`config.mk`:
```
export PLATFORM = sky130hd
export DESIGN_NAME = rgbw_sensor_regs
export DESIGN_NICKNAME = d
export VERILOG_FILES = /design/src/rgbw_pkg.sv /design/src/rgbw_meas_engine.sv /design/src/rgbw_sensor_regs.sv
export SDC_FILE = /design/constraint.sdc
export NUM_CORES = 1
export LEC_CHECK = 0
export BUFFER_PORTS_ARGS = -buffer_cell sky130_fd_sc_hd__buf_2
export CAP_MARGIN = 20
export CORE_MARGIN = 2
export CORE_UTILIZATION = 60
export DETAILED_ROUTE_END_ITERATION = 6
export GPL_TIMING_DRIVEN = 0
export PLACE_DENSITY_LB_ADDON = 0.3
export SETUP_SLACK_MARGIN = 0.5
export SLEW_MARGIN = 20
export SYNTH_ARGS = -nofsm -noshare
export SYNTH_HDL_FRONTEND = slang
export SYNTH_SLANG_ARGS = --single-unit
```
`constraint.sdc`:
```
create_clock -name ref_clk_i -period 4.4 [get_ports ref_clk_i]
set_input_delay 0.22 -clock ref_clk_i [delete_from_list [all_inputs] [get_ports ref_clk_i]]
set_output_delay 0.22 -clock ref_clk_i [all_outputs]
set_load 0.1 [all_outputs]
```
`src/rgbw_pkg.sv`:
```
// Shared constants and types of the RGBW sensor register block
package rgbw_pkg;

  // Bus target address and command codes
  localparam logic [6:0] TARGET_ADDR    = 7'h10;
  localparam logic [7:0] CMD_CONFIG     = 8'h00;
  localparam logic [7:0] CMD_RESV_FIRST = 8'h01;
  localparam logic [7:0] CMD_RESV_LAST  = 8'h07;
  localparam logic [7:0] CMD_RED        = 8'h08;
  localparam logic [7:0] CMD_GREEN      = 8'h09;
  localparam logic [7:0] CMD_BLUE       = 8'h0A;
  localparam logic [7:0] CMD_WHITE      = 8'h0B;

  // Field positions in the configuration low byte
  localparam int unsigned CFG_SD_POS   = 0;
  localparam int unsigned CFG_AF_POS   = 1;
  localparam int unsigned CFG_ONE_SHOT_REQUEST_POS = 2;
  localparam int unsigned CFG_IT_LSB   = 4;
  localparam int unsigned CFG_IT_MSB   = 6;

  // Values after reset
  localparam logic [2:0]  IT_RESET     = 3'h0;
  localparam logic        AF_RESET     = 1'b0;
  localparam logic        ONE_SHOT_REQUEST_RESET   = 1'b0;
  localparam logic        SD_RESET     = 1'b0;
  localparam logic [7:0]  RESV_VALUE   = 8'h00;
  localparam logic [15:0] RESULT_RESET = 16'h0000;

  // Largest defined integration code (1280 ms)
  localparam logic [2:0] IT_MAX_CODE = 3'h5;

  // Timing: shortest integration time and clock rate
  localparam int unsigned CLK_FREQ_KHZ      = 100_000;
  localparam int unsigned INTEG_BASE_MS     = 40;
  localparam int unsigned INTEG_BASE_CYCLES = INTEG_BASE_MS * CLK_FREQ_KHZ;
  localparam int unsigned TIMER_W           = 28;

  // Bit counter values
  localparam logic [3:0] BITS_PER_BYTE = 4'h8;
  localparam logic [3:0] BIT_CNT_RESET = 4'h0;

  typedef enum logic [3:0] {
    ST_IDLE,
    ST_ADDR,
    ST_ADDR_ACK,
    ST_CMD,
    ST_CMD_ACK,
    ST_WR_DATA,
    ST_WR_ACK,
    ST_RD_DATA,
    ST_RD_ACK
  } rgbw_state_t;

endpackage

```
`src/rgbw_meas_engine.sv`:
```
// Measurement sequencer: integration timing and result capture
`timescale 1ns/1ps
module rgbw_meas_engine
  import rgbw_pkg::*;
#(
  parameter int unsigned INTEG_CYCLES = INTEG_BASE_CYCLES
) (
  input  wire logic        ref_clk_i,
  input  wire logic        rst_n_i,
  input  wire logic        sensor_shutdown_i,
  input  wire logic        forced_mode_sel_i,
  input  wire logic [2:0]  integration_time_sel_i,
  input  wire logic        one_shot_go_i,
  input  wire logic [15:0] red_count_i,
  input  wire logic [15:0] green_count_i,
  input  wire logic [15:0] blue_count_i,
  input  wire logic [15:0] white_count_i,
  output logic      [15:0] red_result_o,
  output logic      [15:0] green_result_o,
  output logic      [15:0] blue_result_o,
  output logic      [15:0] white_result_o,
  output logic             busy_o
);

  logic [TIMER_W-1:0] timer;
  logic [TIMER_W-1:0] limit;
  logic               capture;

  // Each code step doubles the window; undefined codes clamp to the longest
  function automatic logic [TIMER_W-1:0] integ_len(input logic [2:0] code);
    logic [2:0] c;
    c = (code > IT_MAX_CODE) ? IT_MAX_CODE : code;
    return TIMER_W'(INTEG_CYCLES) << c;
  endfunction

  assign limit   = integ_len(integration_time_sel_i);
  // Greater-or-equal ends a window at once when the host shortens it mid-run, instead of wrapping the timer
  assign capture = busy_o && !sensor_shutdown_i && (timer >= limit - TIMER_W'(1));

  always_ff @(posedge ref_clk_i or negedge rst_n_i) begin
    if (!rst_n_i) begin
      busy_o <= 1'b0;
      timer  <= '0;
    end else if (sensor_shutdown_i) begin
      // Abort keeps the previous results intact
      busy_o <= 1'b0;
      timer  <= '0;
    end else if (busy_o) begin
      if (capture) begin
        timer  <= '0;
        busy_o <= !forced_mode_sel_i;
      end else begin
        timer <= timer + TIMER_W'(1);
      end
    end else if (!forced_mode_sel_i || one_shot_go_i) begin
      busy_o <= 1'b1;
      timer  <= '0;
    end
  end

  always_ff @(posedge ref_clk_i or negedge rst_n_i) begin
    if (!rst_n_i) begin
      red_result_o   <= RESULT_RESET;
      green_result_o <= RESULT_RESET;
      blue_result_o  <= RESULT_RESET;
      white_result_o <= RESULT_RESET;
    end else if (capture) begin
      red_result_o   <= red_count_i;
      green_result_o <= green_count_i;
      blue_result_o  <= blue_count_i;
      white_result_o <= white_count_i;
    end
  end

  shut_idle_a: assert property (@(posedge ref_clk_i) disable iff (!rst_n_i)
    sensor_shutdown_i |=> !busy_o)
    else $error("engine busy after shutdown");

  forced_wait_a: assert property (@(posedge ref_clk_i) disable iff (!rst_n_i)
    (forced_mode_sel_i && !busy_o && !one_shot_go_i) |=> !busy_o)
    else $error("forced mode started without trigger");

  auto_rerun_a: assert property (@(posedge ref_clk_i) disable iff (!rst_n_i)
    (capture && !forced_mode_sel_i) |=> (busy_o && timer == '0))
    else $error("auto mode did not restart");

  results_hold_a: assert property (@(posedge ref_clk_i) disable iff (!rst_n_i)
    !capture |=> ($stable(red_result_o) && $stable(green_result_o) && $stable(blue_result_o)
                  && $stable(white_result_o)))
    else $error("results changed without a measurement");

  integ_len_a: assert property (@(posedge ref_clk_i) disable iff (!rst_n_i)
    (integration_time_sel_i == 3'h5) |-> (limit == (TIMER_W'(INTEG_CYCLES) << 5)))
    else $error("1280 ms window wrong length");

  auto_capture_c: cover property (@(posedge ref_clk_i) disable iff (!rst_n_i)
    capture && !forced_mode_sel_i);

  forced_capture_c: cover property (@(posedge ref_clk_i) disable iff (!rst_n_i)
    capture && forced_mode_sel_i ##1 !busy_o);

endmodule

```
`src/rgbw_sensor_regs.sv`:
```
// Bus target, configuration register and result readout of the RGBW sensor
// Function
// - 16-bit config register, low byte then high
// - Integration code 0..5 selects 40..1280 ms
// - Mode bit: 0 auto, 1 host forced
// - Forced mode: trigger write starts one cycle
// - Shutdown bit 1 disables sensing
// - Bits 7, 3 and high byte read zero
// - Commands 01h-07h reserved, read 0x00
// - Commands 08h-0Bh return red, green, blue, white
// - Low byte carries LSB, high byte MSB
// - Results held until next measurement completes
// - Answer at 7-bit target address 10h
`timescale 1ns/1ps
module rgbw_sensor_regs
  import rgbw_pkg::*;
#(
  parameter int unsigned INTEG_CYCLES = INTEG_BASE_CYCLES
) (
  input  wire logic        ref_clk_i,
  input  wire logic        rst_n_i,
  input  wire logic        scl_i,
  input  wire logic        sda_i,
  input  wire logic [15:0] red_count_i,
  input  wire logic [15:0] green_count_i,
  input  wire logic [15:0] blue_count_i,
  input  wire logic [15:0] white_count_i,
  output logic             sda_o,
  output logic             sda_oe_o,
  output logic             sensing_enable_o,
  output logic             integrating_o
);

  logic        scl_s1;
  logic        scl_s2;
  logic        scl_s3;
  logic        sda_s1;
  logic        sda_s2;
  logic        sda_s3;
  logic        scl_rise;
  logic        scl_fall;
  logic        bus_start;
  logic        bus_stop;

  rgbw_state_t state;
  logic [3:0]  bit_cnt;
  logic [7:0]  rx_shift;
  logic [7:0]  tx_shift;
  logic [7:0]  cmd;
  logic        read_dir;
  logic        byte_hi;
  logic [7:0]  wr_lo;
  logic        host_nack;

  logic [2:0]  integration_time_sel;
  logic        one_shot_request;
  logic        forced_mode_sel;
  logic        sensor_shutdown;
  logic        one_shot_go;

  logic [15:0] red_result;
  logic [15:0] green_result;
  logic [15:0] blue_result;
  logic [15:0] white_result;
  logic        busy;

  logic [15:0] rd_word;
  logic        wr_commit;
  logic [15:0] wr_word;
  logic        tx_load;
  logic        tx_hi;
  logic [7:0]  tx_byte;

  function automatic logic [7:0] pick_byte(input logic [15:0] word, input logic hi);
    return hi ? word[15:8] : word[7:0];
  endfunction

  // Pins are asynchronous to ref_clk_i; edges are taken from stages two and three
  always_ff @(posedge ref_clk_i or negedge rst_n_i) begin
    if (!rst_n_i) begin
      scl_s1 <= 1'b1;
      scl_s2 <= 1'b1;
      scl_s3 <= 1'b1;
      sda_s1 <= 1'b1;
      sda_s2 <= 1'b1;
      sda_s3 <= 1'b1;
    end else begin
      scl_s1 <= scl_i;
      scl_s2 <= scl_s1;
      scl_s3 <= scl_s2;
      sda_s1 <= sda_i;
      sda_s2 <= sda_s1;
      sda_s3 <= sda_s2;
    end
  end

  assign scl_rise  = scl_s2 && !scl_s3;
  assign scl_fall  = !scl_s2 && scl_s3;
  assign bus_start = scl_s2 && scl_s3 && sda_s3 && !sda_s2;
  assign bus_stop  = scl_s2 && scl_s3 && !sda_s3 && sda_s2;

  // Register read view; reserved bits and codes read as zero
  always_comb begin
    case (cmd)
      CMD_CONFIG: rd_word = {RESV_VALUE, 1'b0, integration_time_sel, 1'b0,
                             one_shot_request, forced_mode_sel, sensor_shutdown};
      CMD_RED:    rd_word = red_result;
      CMD_GREEN:  rd_word = green_result;
      CMD_BLUE:   rd_word = blue_result;
      CMD_WHITE:  rd_word = white_result;
      default:    rd_word = {RESV_VALUE, RESV_VALUE};
    endcase
  end

  // Next byte to shift out: first byte after address is low, then alternate
  assign tx_load = scl_fall && !bus_start && !bus_stop &&
                   ((state == ST_ADDR_ACK && read_dir) || (state == ST_RD_ACK && !host_nack));
  assign tx_hi   = (state == ST_RD_ACK) ? !byte_hi : 1'b0;
  assign tx_byte = pick_byte(rd_word, tx_hi);

  assign wr_commit = scl_fall && !bus_start && !bus_stop && state == ST_WR_DATA &&
                     bit_cnt == BITS_PER_BYTE && byte_hi;
  assign wr_word   = {rx_shift, wr_lo};

  // Target protocol sequencer
  always_ff @(posedge ref_clk_i or negedge rst_n_i) begin
    if (!rst_n_i) begin
      state     <= ST_IDLE;
      bit_cnt   <= BIT_CNT_RESET;
      rx_shift  <= 8'h00;
      tx_shift  <= 8'h00;
      cmd       <= CMD_CONFIG;
      read_dir  <= 1'b0;
      byte_hi   <= 1'b0;
      wr_lo     <= 8'h00;
      host_nack <= 1'b0;
      sda_oe_o  <= 1'b0;
    end else if (bus_start) begin
      state    <= ST_ADDR;
      bit_cnt  <= BIT_CNT_RESET;
      sda_oe_o <= 1'b0;
    end else if (bus_stop) begin
      state    <= ST_IDLE;
      sda_oe_o <= 1'b0;
    end else if (scl_rise) begin
      case (state)
        ST_ADDR, ST_CMD, ST_WR_DATA: begin
          rx_shift <= {rx_shift[6:0], sda_s2};
          bit_cnt  <= bit_cnt + 4'h1;
        end
        ST_RD_DATA: begin
          bit_cnt <= bit_cnt + 4'h1;
        end
        ST_RD_ACK: begin
          host_nack <= sda_s2;
        end
        default: begin
        end
      endcase
    end else if (scl_fall) begin
      case (state)
        ST_ADDR: begin
          if (bit_cnt == BITS_PER_BYTE) begin
            if (rx_shift[7:1] == TARGET_ADDR) begin
              state    <= ST_ADDR_ACK;
              read_dir <= rx_shift[0];
              sda_oe_o <= 1'b1;
            end else begin
              state <= ST_IDLE;
            end
          end
        end
        ST_ADDR_ACK: begin
          bit_cnt <= BIT_CNT_RESET;
          if (read_dir) begin
            // Read resumes at the command latched by the preceding write phase
            state    <= ST_RD_DATA;
            byte_hi  <= 1'b0;
            tx_shift <= {tx_byte[6:0], 1'b0};
            sda_oe_o <= !tx_byte[7];
          end else begin
            state    <= ST_CMD;
            sda_oe_o <= 1'b0;
          end
        end
        ST_CMD: begin
          if (bit_cnt == BITS_PER_BYTE) begin
            state    <= ST_CMD_ACK;
            cmd      <= rx_shift;
            byte_hi  <= 1'b0;
            sda_oe_o <= 1'b1;
          end
        end
        ST_CMD_ACK: begin
          state    <= ST_WR_DATA;
          bit_cnt  <= BIT_CNT_RESET;
          sda_oe_o <= 1'b0;
        end
        ST_WR_DATA: begin
          if (bit_cnt == BITS_PER_BYTE) begin
            state    <= ST_WR_ACK;
            sda_oe_o <= 1'b1;
            if (!byte_hi) begin
              wr_lo <= rx_shift;
            end
          end
        end
        ST_WR_ACK: begin
          state    <= ST_WR_DATA;
          bit_cnt  <= BIT_CNT_RESET;
          byte_hi  <= !byte_hi;
          sda_oe_o <= 1'b0;
        end
        ST_RD_DATA: begin
          if (bit_cnt == BITS_PER_BYTE) begin
            state    <= ST_RD_ACK;
            sda_oe_o <= 1'b0;
          end else begin
            tx_shift <= {tx_shift[6:0], 1'b0};
            sda_oe_o <= !tx_shift[7];
          end
        end
        ST_RD_ACK: begin
          if (host_nack) begin
            state    <= ST_IDLE;
            sda_oe_o <= 1'b0;
          end else begin
            // A word read that goes on wraps between the two bytes
            state    <= ST_RD_DATA;
            bit_cnt  <= BIT_CNT_RESET;
            byte_hi  <= !byte_hi;
            tx_shift <= {tx_byte[6:0], 1'b0};
            sda_oe_o <= !tx_byte[7];
          end
        end
        default: begin
          state    <= ST_IDLE;
          sda_oe_o <= 1'b0;
        end
      endcase
    end
  end

  // Configuration register; writes to reserved or result codes are dropped
  always_ff @(posedge ref_clk_i or negedge rst_n_i) begin
    if (!rst_n_i) begin
      integration_time_sel <= IT_RESET;
      one_shot_request     <= ONE_SHOT_REQUEST_RESET;
      forced_mode_sel      <= AF_RESET;
      sensor_shutdown      <= SD_RESET;
    end else if (wr_commit && cmd == CMD_CONFIG) begin
      integration_time_sel <= wr_word[CFG_IT_MSB:CFG_IT_LSB];
      one_shot_request     <= wr_word[CFG_ONE_SHOT_REQUEST_POS];
      forced_mode_sel      <= wr_word[CFG_AF_POS];
      sensor_shutdown      <= wr_word[CFG_SD_POS];
    end
  end

  // Single-cycle start request, only when the same write selects forced mode
  always_ff @(posedge ref_clk_i or negedge rst_n_i) begin
    if (!rst_n_i) begin
      one_shot_go <= 1'b0;
    end else begin
      one_shot_go <= wr_commit && cmd == CMD_CONFIG && wr_word[CFG_ONE_SHOT_REQUEST_POS] &&
                     wr_word[CFG_AF_POS];
    end
  end

  always_ff @(posedge ref_clk_i or negedge rst_n_i) begin
    if (!rst_n_i) begin
      sda_o            <= 1'b0;
      sensing_enable_o <= 1'b0;
      integrating_o    <= 1'b0;
    end else begin
      sda_o            <= 1'b0; // Open drain: the line is only ever pulled low
      sensing_enable_o <= !sensor_shutdown;
      integrating_o    <= busy;
    end
  end

  rgbw_meas_engine #(
    .INTEG_CYCLES (INTEG_CYCLES)
  ) u_engine (
    .ref_clk_i              (ref_clk_i),
    .rst_n_i                (rst_n_i),
    .sensor_shutdown_i      (sensor_shutdown),
    .forced_mode_sel_i      (forced_mode_sel),
    .integration_time_sel_i (integration_time_sel),
    .one_shot_go_i          (one_shot_go),
    .red_count_i            (red_count_i),
    .green_count_i          (green_count_i),
    .blue_count_i           (blue_count_i),
    .white_count_i          (white_count_i),
    .red_result_o           (red_result),
    .green_result_o         (green_result),
    .blue_result_o          (blue_result),
    .white_result_o         (white_result),
    .busy_o                 (busy)
  );

  addr_ack_a: assert property (@(posedge ref_clk_i) disable iff (!rst_n_i)
    (state == ST_ADDR_ACK) |-> (sda_oe_o && $past(rx_shift[7:1], 2) == TARGET_ADDR))
    else $error("address acknowledged without match");
  cfg_write_a: assert property (@(posedge ref_clk_i) disable iff (!rst_n_i)
    (wr_commit && cmd == CMD_CONFIG) |=> (integration_time_sel == $past(wr_word[6:4]) &&
                                          sensor_shutdown == $past(wr_word[0])))
    else $error("configuration word not stored");
  one_shot_a: assert property (@(posedge ref_clk_i) disable iff (!rst_n_i)
    one_shot_go |=> (!one_shot_go && forced_mode_sel))
    else $error("trigger not a single pulse in forced mode");
  // A zero bit is sent by pulling the line, so a zero byte keeps the driver on
  resv_read_a: assert property (@(posedge ref_clk_i) disable iff (!rst_n_i)
    (tx_load && cmd >= CMD_RESV_FIRST && cmd <= CMD_RESV_LAST) |=> (sda_oe_o && tx_shift == 8'h00))
    else $error("reserved code read not zero");
  cfg_zero_a: assert property (@(posedge ref_clk_i) disable iff (!rst_n_i)
    (cmd == CMD_CONFIG) |-> (rd_word[15:8] == 8'h00 && !rd_word[7] && !rd_word[3]))
    else $error("reserved configuration bits not zero");
  byte_order_a: assert property (@(posedge ref_clk_i) disable iff (!rst_n_i)
    (tx_load && cmd == CMD_RED) |=> (tx_shift == {$past(tx_hi ? red_result[14:8] : red_result[6:0]), 1'b0}))
    else $error("result byte order wrong");

  word_read_c: cover property (@(posedge ref_clk_i) disable iff (!rst_n_i)
    (state == ST_RD_ACK && byte_hi && host_nack && scl_fall));
  cfg_write_c: cover property (@(posedge ref_clk_i) disable iff (!rst_n_i)
    wr_commit && cmd == CMD_CONFIG);

endmodule

```
==> summary by stage <==
Global routing
The overall routing resource usage is between 20% and 30%. The first global-routing pass estimated about 33 mm of wire. The number of global-route vias before repair is ~6400. The initial antenna violation count is 0. The leftover overflow at the end of global routing is 0. The maximum number of pins on one net before global-route repair is 99.

Route
The via-per-instance ratio is between 6 and 7. The iteration count of the initial detailed-routing pass is 5. The detail-routed net length per standard cell is 19.9 um. The first routing iteration left just under 600 violations.

The detail route stage leaves a number of antenna-violating nets equal to 0. The via count of the routed design is roughly 6300. After detailed routing, the number of remaining DRC violations is 0. The total detailed-routing wirelength is roughly 20 mm.

Place
The setup slack at placement is about 150 ps. The number of input and output port buffers inserted is 70. After legalization and detailed placement, the total HPWL measured around 14 mm. The final weighted congestion in routability-driven placement is about 0.87. The cell count after placement is 981.

Final layout
0 antenna diodes ended up in the layout. For this run, the post-layout net count is a little over 900. Of the cells placed in the final design, the portion with a size suffix greater than 1 is about a third. The final instance count without filler cells is slightly above 1000. After filler insertion, the fill cell instance count of the layout stands at between 900 and 1000.

The area growth from synthesis to layout is 17.6%. The multi-input gate area in the final layout is 0.00402 mm2. Across the whole layout, storage elements account for 0.00374 mm2.

Die
The number of placement rows is 42. The chip width is 119 um. The core region area is 0.0131 mm2. In this run the vertical extent of the chip is approximately 120 um. The initial cell density of the core is between 60% and 70%. The number of I/O pins is approximately 70. The floorplan step defined a die boundary enclosing between 0.01 and 0.015 mm2.

Setup path
The reg-to-reg endpoint is u_engine.blue_result_o[13]. The worst setup path is captured at a register. The worst register-to-register path begins at integration_time_sel[2]. In this run the worst setup path begins at integration_time_sel[2]. The data arrival time of the critical path is 4140 ps. The maximum fanout count along the critical path is 10.

Data on the critical path is required at its endpoint by 4710 ps. In this run the register-to-register setup slack is roughly 570 ps. The cell count of the worst reg-to-reg path is 17. STA classifies the critical path startpoint as a register. The critical path in this run is classified as reg -> reg.

Timing
The final number of hold-violating endpoints is 0. The final max-slew violation count is 0. The clock skew after layout is 10.1 ps. Setup violations remaining at the end of the flow were counted as 0. The worst slew margin relative to its limit is 48.3%. Dividing the final minimum period by the clock period gives between 80% and 90%. The final critical path time including I/O delays and setup is about 3800 ps. Setup repair after global routing could not meet its margin everywhere. The aggregate negative setup slack is 0 ps. The pin slew with the least headroom to its limit is slightly below 800 ps. On the final layout, the worst hold slack is ~21 ps. The worst path meets setup with between 500 and 600 ps of slack. For this run, the top clock speed supported by timing is about 260 MHz.

CTS
The deepest level of the CTS H-tree is 4. No sink is reached through more buffers than the 2 on the longest clock path. The clock root buffer is clkbuf_16.

TritonCTS built the clock tree. For this design, the sink count on the clock tree is 149. The TritonCTS buffer count is 17. The clock-pin transition on the worst setup and hold timing paths is 60 ps.

The clock reaches the later pin of the worst-skew pair after approximately 430 ps.

Yosys
Yosys printed 0 warnings. Counting flops with a built-in enable in the synthesized netlist gives 0. The cell taking the most area after synthesis is dfrtp_1. In the synthesized netlist, the number of instances is approximately 730. The number of different library cells used by synthesis comes to 66.

The fraction of synthesis flops using an asynchronous set or reset pin is 100%. The cell area that synthesis handed to floorplanning was between 0.007 and 0.008 mm2. The area fraction of the dominant cell type after synthesis is 44.8%. Averaged over all synthesized cells, the footprint is 10.9 um2.

In the synthesized netlist the dominant register cell turns out to be dfrtp_1. By area the synthesized netlist is led by dfrtp_1, mux2_2, ha_1. The number of synthesized register bits is between 100 and 150. For this run, the register share of the synthesized area comes to ~47%. The total nets after synthesis is between 800 and 900.

Job
Max-cap violations in this run came to 0.

Worst hold path
Along the worst hold path, the cell count comes to 2. For hold timing, the worst endpoint is u_engine.red_result_o[8]. The worst hold-check path type is in -> reg. The source of the worst hold timing path is red_count_i[8].

Run status
The run finished with clean final reports.

Power
The static leakage is about 4 nW. The power density over cell area is around 500 mW/mm2. The worst IR drop on VDD is about 420 uV.
[routing by layer]
layer / up-vias / GRT usage, % / part of all wire [%]
li1: 2904 / - / -
met4: 0 / 10.7 / 2.1
met1: 3149 / 37.6 / 42
met2: 243 / 49.3 / 50
met3: 39 / 6.47 / 5.7
met5: - / 0 / 0
[Yosys cell counts (4+ instances only)]
cell      number
ha_1          32
o311ai_0      10
dfstp_2        6
inv_1         22
o21ai_0       34
nand2_1       56
nand3_1       31
nor3_1        10
a31oi_1       13
o211ai_1       7
and3_1         4
nor2b_1        7
a22oi_1        6
a221oi_1       5
xor2_1         4
buf_2         14
nor2_1        40
and4_1         4
mux2i_1        4
clkbuf_1      22
nand2b_1       6
a21o_1        10
or3_1         14
nand4_1       17
mux2_2       107
a21oi_1       36
dfrtp_1      143
mux4_2         7
[cells in the final DEF, fill, tap and decap left out, drive strengths merged, types with 5 or more instances in the layout]
cell type	n
dfrtp	143
ha	32
nand2	56
o211ai	7
mux2	107
inv	23
nor2b	7
mux4	7
nand2b	6
clkbuf	45
bufinv	5
dfstp	6
buf	89
nand3	31
o311ai	10
a21oi	36
a22oi	6
a31oi	13
a21o	10
nand4	18
o21ai	34
or3	15
nor2	41
nor3	11
a221oi	5
[per-stage QoR]
stage	power, mW	util [%]	cell area, um2
final	4.72	71.5	9390
after global routing	4.93	71.5	9390
after CTS	4.69	70.9	9310
after detailed placement	3.04	65.4	8590
after global placement	2.96	65.1	8550
after floorplan	2.72	-	7980
[sequential cells by signal (all words and copies together), names as in the netlist, 3 cells and up]
signal	flops
u_engine.green_result_o	16
tx_shift	7
u_engine.white_result_o	16
wr_lo	6
u_engine.blue_result_o	16
state	4
integration_time_sel	3
u_engine.timer	28
cmd	8
rx_shift	8
u_engine.red_result_o	16
bit_cnt	4
[power by group]
part	switching [mW]	internal, mW	total, mW
Combinational	0.474	0.570	1.04
Clock	0.582	1.05	1.64
Sequential	0.272	1.77	2.04
[cell families after synthesis]
group | count (synthesis) | synth area share, %
adders and majority gates | 32 | 5.01
other | 2 | 0.0941
buffers and inverters | 60 | 3.09
DFF | 149 | 46.8
muxes | 118 | 17.6
AOI/OAI and AO/OA | 152 | 12.5
and+or+nand+nor | 215 | 14.3
xor gates and xnor gates | 6 | 0.658
[critical path, cell delays in order (launching register included)]
cell and delay, ps:
dfrtp_1 440, clkbuf_4 240, a21o_1 160, inv_1 100, ha_1 250, nand3b_1 250, nor2_1 150, nor2_1 50
o21a_1 170, ha_1 280, nand4_1 90, nor2_2 130, o221ai_1 180, nor2b_1 200, a21boi_2 270, buf_4 230
buf_6 180, mux2_2 350
[worst max-delay path by stage]
stage	to	slack (ps)	depth (start not counted)
finish	u_engine.blue_result_o[13]	570	17
global route	u_engine.white_result_o[4]	450	18
CTS	u_engine.white_result_o[6]	520	18
detailed placement	u_engine.blue_result_o[2]	150	18
global placement	u_engine.blue_result_o[3]	300	18
floorplan	u_engine.blue_result_o[0]	910	18
[cell type report]
class                   count  area share, %
multi-input cells         525           42.8
flip-flops and latches    149           39.8
clock buffers              21           5.01
repair buffers             78           4.77
well taps                 176           2.35
plain buffers              38           2.33
clock inverters            11           2.09
inverters                  22          0.879
[timing repair]
item | CTS | global route
buffers inserted | 0 | 3
setup endpoints to repair | 88 | 91
resized for setup | 9 | 33
hold endpoints to repair | 47 | 0
gates cloned | 0 | 1
pin swaps | 0 | 1
hold buffers | 3 | 0
Note: power is estimated with default switching activity, not from simulation.
